--- src/hw/mseq_pkg.sv ---
// constants and types shared by the microsequencer files
package mseq_pkg;
   // ------------------------------------------------------------------
   // microprogram address and microword codes
   // ------------------------------------------------------------------
   localparam int UADDR_W = 9;
   typedef logic [UADDR_W-1:0] uaddr_t;
   localparam uaddr_t UADDR_STEP = 9'h001;
   localparam uaddr_t UADDR_SKIP = 9'h002;
   typedef enum logic [3:0] {
      sk_none, ab_register_addressed_skip, carry_out_skip, counter_full_skip,
      counter_full_skip_then_bump, end_of_phase, cpu_flag_skip, bump_repeat_counter,
      tbus_midbits_nonzero_skip, sign_set_skip, protect_clear_skip, parity_odd_skip,
      overflow_clear_skip, repeat_next, tbus_zero_skip, always_skip
   } skip_code_t;
   typedef enum logic [1:0] {ph_fetch, ph_indirect, ph_execute} phase_t;
   // ------------------------------------------------------------------
   // datapath bit positions and repeat counter
   // ------------------------------------------------------------------
   localparam int SIGN_BIT   = 15;
   localparam int PARITY_BIT = 0;
   localparam int MID_HI     = 14;
   localparam int MID_LO     = 1;
   localparam int CNT_W      = 5;
   localparam int CNT_LOAD_W = 4;
   localparam logic [CNT_W-1:0] CNT_RESET = 5'h00;
   localparam logic [CNT_W-1:0] CNT_STEP  = 5'h01;
   // ------------------------------------------------------------------
   // instruction register fields
   // ------------------------------------------------------------------
   localparam int IR_IND    = 15;
   localparam int IR_OPC_HI = 14;
   localparam int IR_OPC_LO = 12;
   localparam int IR_AB     = 11;
   localparam int IR_GRP    = 10;
   localparam int IR_CLR    = 9;
   localparam int IR_ASG_HI = 9;
   localparam int IR_ASG_LO = 8;
   localparam int IR_IOG_HI = 8;
   localparam int IR_IOG_LO = 6;
   localparam int IR_DIV    = 8;
   localparam int IR_MUL    = 7;
   localparam int IR_ROT    = 6;
   localparam int IR_LOG    = 5;
   localparam int IR_ARI    = 4;
   localparam logic [2:0] OPC_REG  = 3'h0;
   localparam logic [2:0] OPC_AJ   = 3'h1;
   localparam logic [2:0] OPC_XJ   = 3'h2;
   localparam logic [2:0] OPC_OI   = 3'h3;
   localparam logic [2:0] OPC_ADD  = 3'h4;
   localparam logic [2:0] OPC_CMP  = 3'h5;
   localparam logic [2:0] OPC_LD   = 3'h6;
   localparam logic [1:0] ASG_CL   = 2'h1;
   localparam logic [1:0] ASG_CM   = 2'h2;
   localparam logic [1:0] ASG_CC   = 2'h3;
   localparam logic [2:0] IOG_MI   = 3'h4;
   localparam logic [2:0] IOG_LI   = 3'h5;
   localparam logic [2:0] IOG_OT   = 3'h6;
   localparam logic [2:0] IOG_CTL  = 3'h7;
   // ------------------------------------------------------------------
   // microcode entry points (octal value in the comment)
   // ------------------------------------------------------------------
   localparam uaddr_t ENTRY_FETCH  = 9'h000; // 000
   localparam uaddr_t ENTRY_IND    = 9'h00C; // 014
   localparam uaddr_t ENTRY_AND    = 9'h048; // 110
   localparam uaddr_t ENTRY_CMP    = 9'h04C; // 114
   localparam uaddr_t ENTRY_XOR    = 9'h050; // 120
   localparam uaddr_t ENTRY_JUMP   = 9'h054; // 124
   localparam uaddr_t ENTRY_IOR    = 9'h058; // 130
   localparam uaddr_t ENTRY_ST     = 9'h05C; // 134
   localparam uaddr_t ENTRY_ADD    = 9'h064; // 144
   localparam uaddr_t ENTRY_SUBJ   = 9'h068; // 150
   localparam uaddr_t ENTRY_LD     = 9'h074; // 164
   localparam uaddr_t ENTRY_ISZ    = 9'h078; // 170
   localparam uaddr_t ENTRY_SRG_A  = 9'h040; // 100
   localparam uaddr_t ENTRY_SRG_B  = 9'h044; // 104
   localparam uaddr_t ENTRY_ASG_D  = 9'h011; // 021
   localparam uaddr_t ENTRY_ASG_CL = 9'h015; // 025
   localparam uaddr_t ENTRY_ASG_CM = 9'h019; // 031
   localparam uaddr_t ENTRY_ASG_CC = 9'h01D; // 035
   localparam uaddr_t ENTRY_FLAG   = 9'h020; // 040
   localparam uaddr_t ENTRY_MI     = 9'h030; // 060
   localparam uaddr_t ENTRY_LI     = 9'h034; // 064
   localparam uaddr_t ENTRY_OT     = 9'h038; // 070
   localparam uaddr_t ENTRY_CLC    = 9'h03C; // 074
   localparam uaddr_t ENTRY_MUL    = 9'h088; // 210
   localparam uaddr_t ENTRY_DIV    = 9'h090; // 220
   localparam uaddr_t ENTRY_DLOAD  = 9'h0C8; // 310
   localparam uaddr_t ENTRY_DSTORE = 9'h0D0; // 320
   localparam uaddr_t ENTRY_ASHL   = 9'h081; // 201
   localparam uaddr_t ENTRY_LSHL   = 9'h082; // 202
   localparam uaddr_t ENTRY_ROTL   = 9'h084; // 204
   localparam uaddr_t ENTRY_ASHR   = 9'h0A1; // 241
   localparam uaddr_t ENTRY_LSHR   = 9'h0A2; // 242
   // ------------------------------------------------------------------
   // register bus map
   // ------------------------------------------------------------------
   localparam logic [3:0]  REG_CTRL    = 4'h0;
   localparam logic [3:0]  REG_STATUS  = 4'h4;
   localparam logic [31:0] CTRL_RESET  = 32'h0000_0001;
   localparam int CTRL_RUN    = 0;
   localparam int CTRL_PROT   = 1;
   localparam int ST_UADDR_LO = 0;
   localparam int ST_CNT_LO   = 16;
   localparam int ST_PHASE_LO = 24;
   localparam int ST_SUB_N    = 28;
   localparam int ST_REP_N    = 29;
endpackage
--- src/hw/map_if.sv ---
// instruction-to-entry mapping carrier between sequencer and mapper
`timescale 1ns/1ps
interface map_if;
   logic [15:0]           ir;
   mseq_pkg::uaddr_t      entry;
   modport mapper (input ir, output entry);
   modport user   (output ir, input entry);
endinterface

--- src/hw/entry_mapper.sv ---
// maps a machine instruction to its microcode starting address
`timescale 1ns/1ps
module entry_mapper (
   // instruction in, entry out
   map_if.mapper m
);
   import mseq_pkg::*;

   logic [15:0] ir;
   assign ir = m.ir;

   // ------------------------------------------------------------------
   // decode, memory reference first, then register, i/o, extended
   // ------------------------------------------------------------------
   always_comb begin
      m.entry = ENTRY_FETCH;
      if (ir[IR_OPC_HI:IR_OPC_LO] != OPC_REG) begin
         case (ir[IR_OPC_HI:IR_OPC_LO])
            OPC_AJ:  m.entry = ir[IR_AB] ? ENTRY_SUBJ : ENTRY_AND;
            OPC_XJ:  m.entry = ir[IR_AB] ? ENTRY_JUMP : ENTRY_XOR;
            OPC_OI:  m.entry = ir[IR_AB] ? ENTRY_ISZ : ENTRY_IOR;
            OPC_ADD: m.entry = ENTRY_ADD;
            OPC_CMP: m.entry = ENTRY_CMP;
            OPC_LD:  m.entry = ENTRY_LD;
            default: m.entry = ENTRY_ST;
         endcase
      end else if (!ir[IR_IND] && !ir[IR_GRP]) begin
         m.entry = ir[IR_AB] ? ENTRY_SRG_B : ENTRY_SRG_A;
      end else if (!ir[IR_IND]) begin
         case (ir[IR_ASG_HI:IR_ASG_LO])
            ASG_CL:  m.entry = ENTRY_ASG_CL;
            ASG_CM:  m.entry = ENTRY_ASG_CM;
            ASG_CC:  m.entry = ENTRY_ASG_CC;
            default: m.entry = ENTRY_ASG_D;
         endcase
      end else if (ir[IR_GRP]) begin
         case (ir[IR_IOG_HI:IR_IOG_LO])
            IOG_MI:  m.entry = ENTRY_MI;
            IOG_LI:  m.entry = ENTRY_LI;
            IOG_OT:  m.entry = ENTRY_OT;
            IOG_CTL: m.entry = ir[IR_CLR] ? ENTRY_CLC : ENTRY_OT;
            default: m.entry = ENTRY_FLAG;
         endcase
      end else if (ir[IR_MUL]) begin
         m.entry = ir[IR_AB] ? ENTRY_DLOAD : ENTRY_MUL;
      end else if (ir[IR_DIV]) begin
         m.entry = ir[IR_AB] ? ENTRY_DSTORE : ENTRY_DIV;
      end else if (ir[IR_ARI]) begin
         m.entry = ir[IR_AB] ? ENTRY_ASHR : ENTRY_ASHL;
      end else if (ir[IR_LOG]) begin
         m.entry = ir[IR_AB] ? ENTRY_LSHR : ENTRY_LSHL;
      end else if (ir[IR_ROT]) begin
         m.entry = ENTRY_ROTL;
      end
   end
endmodule // entry_mapper

--- src/hw/microcode_skip_and_entry_mapper.sv ---
// microsequencer: skip evaluation, repeat, end of phase and entry mapping
//
// Notes on behaviour
// - addressed-register test skips if A or B addressed
// - carry-out test skips when carry occurred
// - counter-full skips on low four ones; variant bumps
// - end of phase jumps via mapper, clears subroutine
// - flag test skips when cpu flag set
// - bump code increments counter, never skips
// - middle-bits test skips if tbus 1..14 nonzero
// - sign test skips when alu bit 15 set
// - protect-clear skips if unaddressed and no violation
// - parity test skips when alu bit 0 set
// - overflow test skips when overflow ff cleared; the code skips when I_OVERFLOW_N is low
// - repeat code re-runs next word until skip
// - zero test skips when tbus all zero
// - always-skip code skips unless the invert bit is set
// - memory reference instructions map to fixed entries
// - shift group maps 100 for A, 104 B
// - alter group maps 25, 31, 35, else 21
// - flag and overflow ops 40, merge 60
// - load from io 64, output to io 70
// - multiply 210, divide 220, double load/store 310/320
// - double shifts map to 201, 202, 204, 241, 242
// - invert code reverses selected skip condition
// - counter loads from s-bus bits 0..3
//
// Local design decisions: the register addresses and the Avalon-MM register port.
`timescale 1ns/1ps
module microcode_skip_and_entry_mapper (
   // clock and reset
   input  wire logic                  I_SYS_CLK,
   input  wire logic                  I_RST,
   // avalon-mm register slave
   input  wire logic [3:0]            I_AVS_ADDRESS,
   input  wire logic                  I_AVS_READ,
   input  wire logic                  I_AVS_WRITE,
   input  wire logic [31:0]           I_AVS_WRITEDATA,
   input  wire logic [3:0]            I_AVS_BYTEENABLE,
   output logic [31:0]                O_AVS_READDATA,
   output logic                       O_AVS_WAITREQUEST,
   // microword fields from the rom
   input  wire mseq_pkg::skip_code_t  I_SKIP_CODE,
   input  wire logic                  I_INVERT_SKIP_SENSE,
   input  wire logic                  I_LOAD_REPEAT_COUNTER,
   // datapath state
   input  wire logic                  I_A_ADDRESSED,
   input  wire logic                  I_B_ADDRESSED,
   input  wire logic                  I_CARRY_OUT_N,
   input  wire logic                  I_CPU_FLAG,
   input  wire logic                  I_OVERFLOW_N,
   input  wire logic                  I_SET_SUB_N,
   input  wire logic [15:0]           I_ALU,
   input  wire logic [15:0]           I_TBUS,
   input  wire logic [15:0]           I_SBUS,
   input  wire logic [15:0]           I_IR,
   // sequencer state
   output mseq_pkg::uaddr_t           O_UADDR,
   output mseq_pkg::phase_t           O_PHASE,
   output logic                       O_SUB_N,
   output logic [4:0]                 O_REPEAT_COUNT,
   output logic                       O_REPEAT_N
);
   import mseq_pkg::*;

   // ------------------------------------------------------------------
   // declarations
   // ------------------------------------------------------------------
   uaddr_t              uaddr;
   uaddr_t              next_uaddr;
   phase_t              phase;
   phase_t              next_phase;
   logic [CNT_W-1:0]    repeat_count;
   logic                repeat_n;
   logic                sub_n;
   logic [31:0]         ctrl;
   logic                ack;
   logic                cond;
   logic                is_test;
   logic                skip;
   logic                run;
   logic                protect_en;
   logic                ph_end;
   logic                bump;
   logic                mem_ref;
   map_if               map_bus ();

   // only the low four counter bits decide fullness
   function automatic logic count_full(input logic [CNT_W-1:0] c);
      return &c[CNT_LOAD_W-1:0];
   endfunction

   assign run        = ctrl[CTRL_RUN];
   assign protect_en = ctrl[CTRL_PROT];
   assign ph_end     = (I_SKIP_CODE == end_of_phase);
   assign bump       = (I_SKIP_CODE == bump_repeat_counter) ||
                       (I_SKIP_CODE == counter_full_skip_then_bump);
   assign mem_ref    = (I_IR[IR_OPC_HI:IR_OPC_LO] != OPC_REG);

   // ------------------------------------------------------------------
   // instruction mapper
   // ------------------------------------------------------------------
   assign map_bus.ir = I_IR;

   entry_mapper u_map (
      .m (map_bus.mapper)
   );

   // ------------------------------------------------------------------
   // skip condition select
   // ------------------------------------------------------------------
   // non-test codes never skip, even when inverted
   always_comb begin
      cond    = 1'b0;
      is_test = 1'b1;
      case (I_SKIP_CODE)
         ab_register_addressed_skip: begin
            cond = I_A_ADDRESSED | I_B_ADDRESSED;
         end
         carry_out_skip: begin
            cond = ~I_CARRY_OUT_N;
         end
         counter_full_skip, counter_full_skip_then_bump: begin
            cond = count_full(repeat_count);
         end
         cpu_flag_skip: begin
            cond = I_CPU_FLAG;
         end
         tbus_midbits_nonzero_skip: begin
            cond = |I_TBUS[MID_HI:MID_LO];
         end
         sign_set_skip: begin
            cond = I_ALU[SIGN_BIT];
         end
         protect_clear_skip: begin
            // bit 15 high here means no protect violation
            cond = ~(I_A_ADDRESSED | I_B_ADDRESSED) &
                   (~protect_en | I_ALU[SIGN_BIT]);
         end
         parity_odd_skip: begin
            cond = I_ALU[PARITY_BIT];
         end
         overflow_clear_skip: begin
            cond = ~I_OVERFLOW_N;
         end
         tbus_zero_skip: begin
            cond = ~|I_TBUS;
         end
         always_skip: begin
            cond = 1'b1;
         end
         default: begin
            is_test = 1'b0;
         end
      endcase
      skip = is_test & (cond ^ I_INVERT_SKIP_SENSE);
   end

   // ------------------------------------------------------------------
   // next microaddress and phase
   // ------------------------------------------------------------------
   // end of phase beats repeat and skip, so a phase never stalls
   always_comb begin
      next_uaddr = uaddr + UADDR_STEP;
      next_phase = phase;
      if (ph_end) begin
         case (phase)
            ph_fetch: begin
               if (mem_ref && I_IR[IR_IND]) begin
                  next_phase = ph_indirect;
                  next_uaddr = ENTRY_IND;
               end else begin
                  next_phase = ph_execute;
                  next_uaddr = map_bus.entry;
               end
            end
            ph_indirect: begin
               if (I_TBUS[IR_IND]) begin
                  next_uaddr = ENTRY_IND;
               end else begin
                  next_phase = ph_execute;
                  next_uaddr = map_bus.entry;
               end
            end
            default: begin
               next_phase = ph_fetch;
               next_uaddr = ENTRY_FETCH;
            end
         endcase
      end else if (!repeat_n) begin
         // held word runs again until its own test passes
         next_uaddr = skip ? uaddr + UADDR_STEP : uaddr;
      end else if (skip) begin
         next_uaddr = uaddr + UADDR_SKIP;
      end
   end

   // ------------------------------------------------------------------
   // sequencer state
   // ------------------------------------------------------------------
   // microaddress and phase advance only while running
   always_ff @(posedge I_SYS_CLK) begin
      if (I_RST) begin
         uaddr <= ENTRY_FETCH;
         phase <= ph_fetch;
      end else if (run) begin
         uaddr <= next_uaddr;
         phase <= next_phase;
      end
   end

   // repeat counter: a load takes priority over a bump
   always_ff @(posedge I_SYS_CLK) begin
      if (I_RST) begin
         repeat_count <= CNT_RESET;
      end else if (run && I_LOAD_REPEAT_COUNTER) begin
         repeat_count <= {1'b0, I_SBUS[CNT_LOAD_W-1:0]};
      end else if (run && bump) begin
         repeat_count <= repeat_count + CNT_STEP;
      end
   end

   // active-low repeat flip-flop
   always_ff @(posedge I_SYS_CLK) begin
      if (I_RST) begin
         repeat_n <= 1'b1;
      end else if (run && repeat_n && I_SKIP_CODE == repeat_next) begin
         repeat_n <= 1'b0;
      end else if (run && !repeat_n && (skip || ph_end)) begin
         repeat_n <= 1'b1;
      end
   end

   // active-low subroutine flip-flop; the datapath set wins a tie
   always_ff @(posedge I_SYS_CLK) begin
      if (I_RST) begin
         sub_n <= 1'b1;
      end else if (I_SET_SUB_N) begin
         sub_n <= 1'b1;
      end else if (run && ph_end) begin
         sub_n <= 1'b0;
      end
   end

   assign O_UADDR        = uaddr;
   assign O_PHASE        = phase;
   assign O_SUB_N        = sub_n;
   assign O_REPEAT_COUNT = repeat_count;
   assign O_REPEAT_N     = repeat_n;

   // ------------------------------------------------------------------
   // register slave
   // ------------------------------------------------------------------
   // one wait state: ack rises the cycle after a request appears
   always_ff @(posedge I_SYS_CLK) begin
      if (I_RST) begin
         ack <= 1'b0;
      end else begin
         ack <= (I_AVS_READ | I_AVS_WRITE) & ~ack;
      end
   end

   assign O_AVS_WAITREQUEST = (I_AVS_READ | I_AVS_WRITE) & ~ack;

   // control write lands on the edge where waitrequest is low
   always_ff @(posedge I_SYS_CLK) begin
      if (I_RST) begin
         ctrl <= CTRL_RESET;
      end else if (I_AVS_WRITE && ack && I_AVS_ADDRESS == REG_CTRL &&
                   I_AVS_BYTEENABLE[0]) begin
         ctrl <= {30'h0000_0000, I_AVS_WRITEDATA[CTRL_PROT:CTRL_RUN]};
      end
   end

   // read data is captured a cycle early and holds through ack;
   // unmapped offsets read zero
   always_ff @(posedge I_SYS_CLK) begin
      if (I_RST) begin
         O_AVS_READDATA <= 32'h0000_0000;
      end else if (I_AVS_READ && !ack) begin
         O_AVS_READDATA <= 32'h0000_0000;
         if (I_AVS_ADDRESS == REG_CTRL) begin
            O_AVS_READDATA <= ctrl;
         end else if (I_AVS_ADDRESS == REG_STATUS) begin
            O_AVS_READDATA[ST_UADDR_LO +: UADDR_W] <= uaddr;
            O_AVS_READDATA[ST_CNT_LO +: CNT_W]     <= repeat_count;
            O_AVS_READDATA[ST_PHASE_LO +: 2]       <= phase;
            O_AVS_READDATA[ST_SUB_N]               <= sub_n;
            O_AVS_READDATA[ST_REP_N]               <= repeat_n;
         end
      end
   end
endmodule // microcode_skip_and_entry_mapper

--- config.mk ---
export PLATFORM = sky130hd
export DESIGN_NAME = microcode_skip_and_entry_mapper
export DESIGN_NICKNAME = d
export VERILOG_FILES = /design/src/hw/mseq_pkg.sv /design/src/hw/map_if.sv /design/src/hw/entry_mapper.sv /design/src/hw/microcode_skip_and_entry_mapper.sv
export SDC_FILE = /design/constraint.sdc
export NUM_CORES = 1
export LEC_CHECK = 0
export BUFFER_PORTS_ARGS = -buffer_cell sky130_fd_sc_hd__buf_2
export CAP_MARGIN = 20
export CORE_ASPECT_RATIO = 1.2
export CORE_UTILIZATION = 35
export CTS_BUF_LIST = sky130_fd_sc_hd__clkbuf_16
export CTS_CLUSTER_SIZE = 20
export DETAILED_ROUTE_END_ITERATION = 10
export MAX_ROUTING_LAYER = met4
export PLACE_DENSITY = 0.7
export SLEW_MARGIN = 0
export SYNTH_ARGS = -nofsm -noshare
export SYNTH_HDL_FRONTEND = slang
export SYNTH_SLANG_ARGS = --single-unit
--- constraint.sdc ---
create_clock -name I_SYS_CLK -period 3.95 [get_ports I_SYS_CLK]
set_clock_uncertainty 0.15 [all_clocks]
set_input_delay 0.9875 -clock I_SYS_CLK [delete_from_list [all_inputs] [get_ports I_SYS_CLK]]
set_output_delay 0.9875 -clock I_SYS_CLK [all_outputs]
set_load 0.005 [all_outputs]
==> impl_metrics.toml <==
[cells_and_area]
layout_common_cells = "buf_2, nor2_1, dfxtp_1"
drive_gt1_share_pct = 27.9
antenna_cells = 0
syn_to_final_growth_pct = 25.5
fillers = 692
postLayoutCoreUtil_pct = 45.3
nets = 527
final_cell_area_um2 = 3090
layout_commonest_cell = "buf_2"

[synthesis]
ys_types = 56
syn_area_um2 = 2460
synth_edf_count = 0
async_flop_share_pct = 0
post_synth.cell_area_avg_um2 = 7.78
synth-seq-cells = 39
synthTopCellsByArea = "dfxtp_1, nor2_1, a22oi_1"
yosys_warnings = 0
yosys.area.top_type = "dfxtp_1"
synth_ff_type = "dfxtp_1"
syn_inst = 316
synth_top_area_share_pct = 31.8
yosysSeqAreaShare_pct = 31.8

[clock_tree]
cts_tree = "done"
cts_resized = 0
root_buffer = "clkbuf_16"
post-cts-setup-buffers = 0
cts_hold_buf = 0
clk_path_buf_depth = 2
cts_buffers = 5
clock-sinks = 39
insertion_delay_ns = 0.27
htreeDepth = 2
clk_pin_slew_ns = 0.06

[floorplan]
pin_count = 171
die_area_um2 = 7370
die_w_um = 78.5
initial_utilization_pct = 36.1
dieHeight_um = 93.8
core_area_um2 = 6810
rows = 33

[grt]
grt_pass1_vias = 2358
grt_antenna_before_repair = 0
grt.total_usage_pct = 18.8
grt_max_degree = 40
grt_pass1_wl_um = 10900
overflow = 0

[worst_setup_path]
worstPathCellList = "buf_2 -> nor4_1 -> nand4_1 -> mux2i_1 -> a21boi_2 -> mux2i_4 -> mux2_4 -> or2_0 -> a2111oi_2"
path_class = "in -> reg"
timing.critical_path.fanout_max = 3
cp.arrival_ns = 3.38
crit_start = "I_TBUS[11]"
path_buf_inv = 1
reg2reg_from = "O_REPEAT_COUNT[0]"
crit_family = "multiplexers"
worstPathRequired_ns = 3.97
critPathSlowestCell = "a2111oi_2"
end_kind = "register"
critPathLaunchType = "input pin"
critPathMaxStageDelay_ns = 0.35

[power]
switchingPower_w = 0.000267
combinationalPowerShare_pct = 18.6
leakage_nw = 1.35
ir_drop_v = 0.000263
pwr-share-clk_pct = 37.4
pwr_density_cell_nw_per_um2 = 320
seq_power_share_pct = 44.0
power.internal_w = 0.000721
netSwitchingFraction_pct = 27.0

[drt]
drt_iter0_drc = 196
ant_nets = 0
vias = 2610
vias_per_cell = 5.30
firstDrtPassIters = 4
drc = 0
wl_um = 6710
post_drt_wl_per_cell_um = 13.6

[placement]
dpl_cell_area_um2 = 2950
dp_hpwl_um = 5220
gp_congestion = 0.871
port_buffers = 93

[run_status]
status = "completed"

[sta]
setup_viol = 0
worstMarginPinSlew_ns = 0.847
finalSetupTns_ns = 0
min_period_ns = 3.35
hold_slack_ns = 0.327
finalMaxSlewViolations = 0
post-route-period-util_pct = 84.9
max_freq_ghz = 0.298
hold_violations = 0
rsz0062_at_grt = "false"
slew_headroom_pct = 43.5

[run]
drv_cap = 0

[hold_path]
min_from = "ack"
holdCritPathClass = "reg -> reg"
[layout make-up]
class | instances | area, µm² | share of cell area [%]
Multi-Input combinational cell | 251 | 1530 | 49.5
Sequential cell | 39 | 781 | 25.3
Timing Repair Buffer | 97 | 495 | 16.1
Clock buffer | 5 | 125 | 4.05
Tap cell | 87 | 109 | 3.53
Inverter | 10 | 37.5 | 1.22
Clock inverter | 3 | 12.5 | 0.405
[synth_stat cells (all sizes together) (2+ instances only)]
cell,count
o2111ai,3
ha,3
a21oi,15
o221ai,2
nor2,47
nor2b,5
a2111oi,4
dfxtp,39
clkbuf,9
nand2b,6
inv,10
xor2,3
a31oi,2
and2,4
and3,4
mux2,2
o21a,3
a22oi,16
or3,5
nand3b,3
o311ai,2
nor4,7
nor3,11
nand4b,2
xnor2,3
o211ai,4
mux2i,11
nand4,5
buf,20
a211oi,6
nand2,25
nand3,8
o21ai,10
o22ai,3
[stage by stage]
step	cells	power, W	setup slack (ns)
final	492	0.000988	0.596
after global routing	492	0.00104	0.378
after CTS	492	0.000999	0.556
after detailed placement	484	0.000627	0.296
after global placement	484	0.000624	0.394
after floorplan	329	0.000559	0.583
[worst paths after layout]
path / to / slack, ns / depth (start not counted)
max: O_UADDR[8] / 0.60 / 9
min reg2reg: ack / 0.33 / 1
min: ack / 0.33 / 1
max reg2reg: O_UADDR[8] / 1.05 / 9
[metal layers]
| metal | up-vias | global-route usage [%] | wire length, µm | part of all wire [%] |
|---|---|---|---|---|
| li1 | 1304 | - | - | - |
| met1 | 1188 | 21.9 | 2870 | 43 |
| met2 | 104 | 32.4 | 3270 | 49 |
| met3 | 14 | 3.40 | 442 | 6.6 |
| met4 | 0 | 6.48 | 138 | 2.1 |
| met5 | - | - | 0 | 0 |
[logic make-up (layout without fill, tap and decap cells)]
| group | after synthesis | in the layout | share of synthesized area, % |
|---|---|---|---|
| xor+xnor | 6 | 6 | 2.14 |
| flops | 39 | 39 | 31.8 |
| simple gates | 135 | 135 | 26.6 |
| other cells | 1 | 14 | 0.153 |
| fa+ha+maj | 3 | 3 | 1.53 |
| mux | 13 | 13 | 6.06 |
| compound gates | 80 | 80 | 23.4 |
| buf+inv | 39 | 115 | 8.35 |
[state kept, by name, indices dropped and copies added (netlist names)]
name / cells
O_AVS_READDATA: 18
O_PHASE: 2
O_REPEAT_COUNT: 5
O_REPEAT_N: 1
O_SUB_N: 1
O_UADDR: 9
ack: 1
ctrl: 2
[power groups by stage]
| stage | Clock, W | Combinational (W) | Sequential (W) |
|---|---|---|---|
| global placement | 0 | 0.000182 | 0.000442 |
| finish | 0.000369 | 0.000184 | 0.000435 |
| detailed placement | 0 | 0.000184 | 0.000443 |
| floorplan | 0 | 0.000122 | 0.000437 |
| global route | 0.000393 | 0.000208 | 0.000438 |
| CTS | 0.000380 | 0.000185 | 0.000434 |
Note: power is estimated with default switching activity, not from simulation.
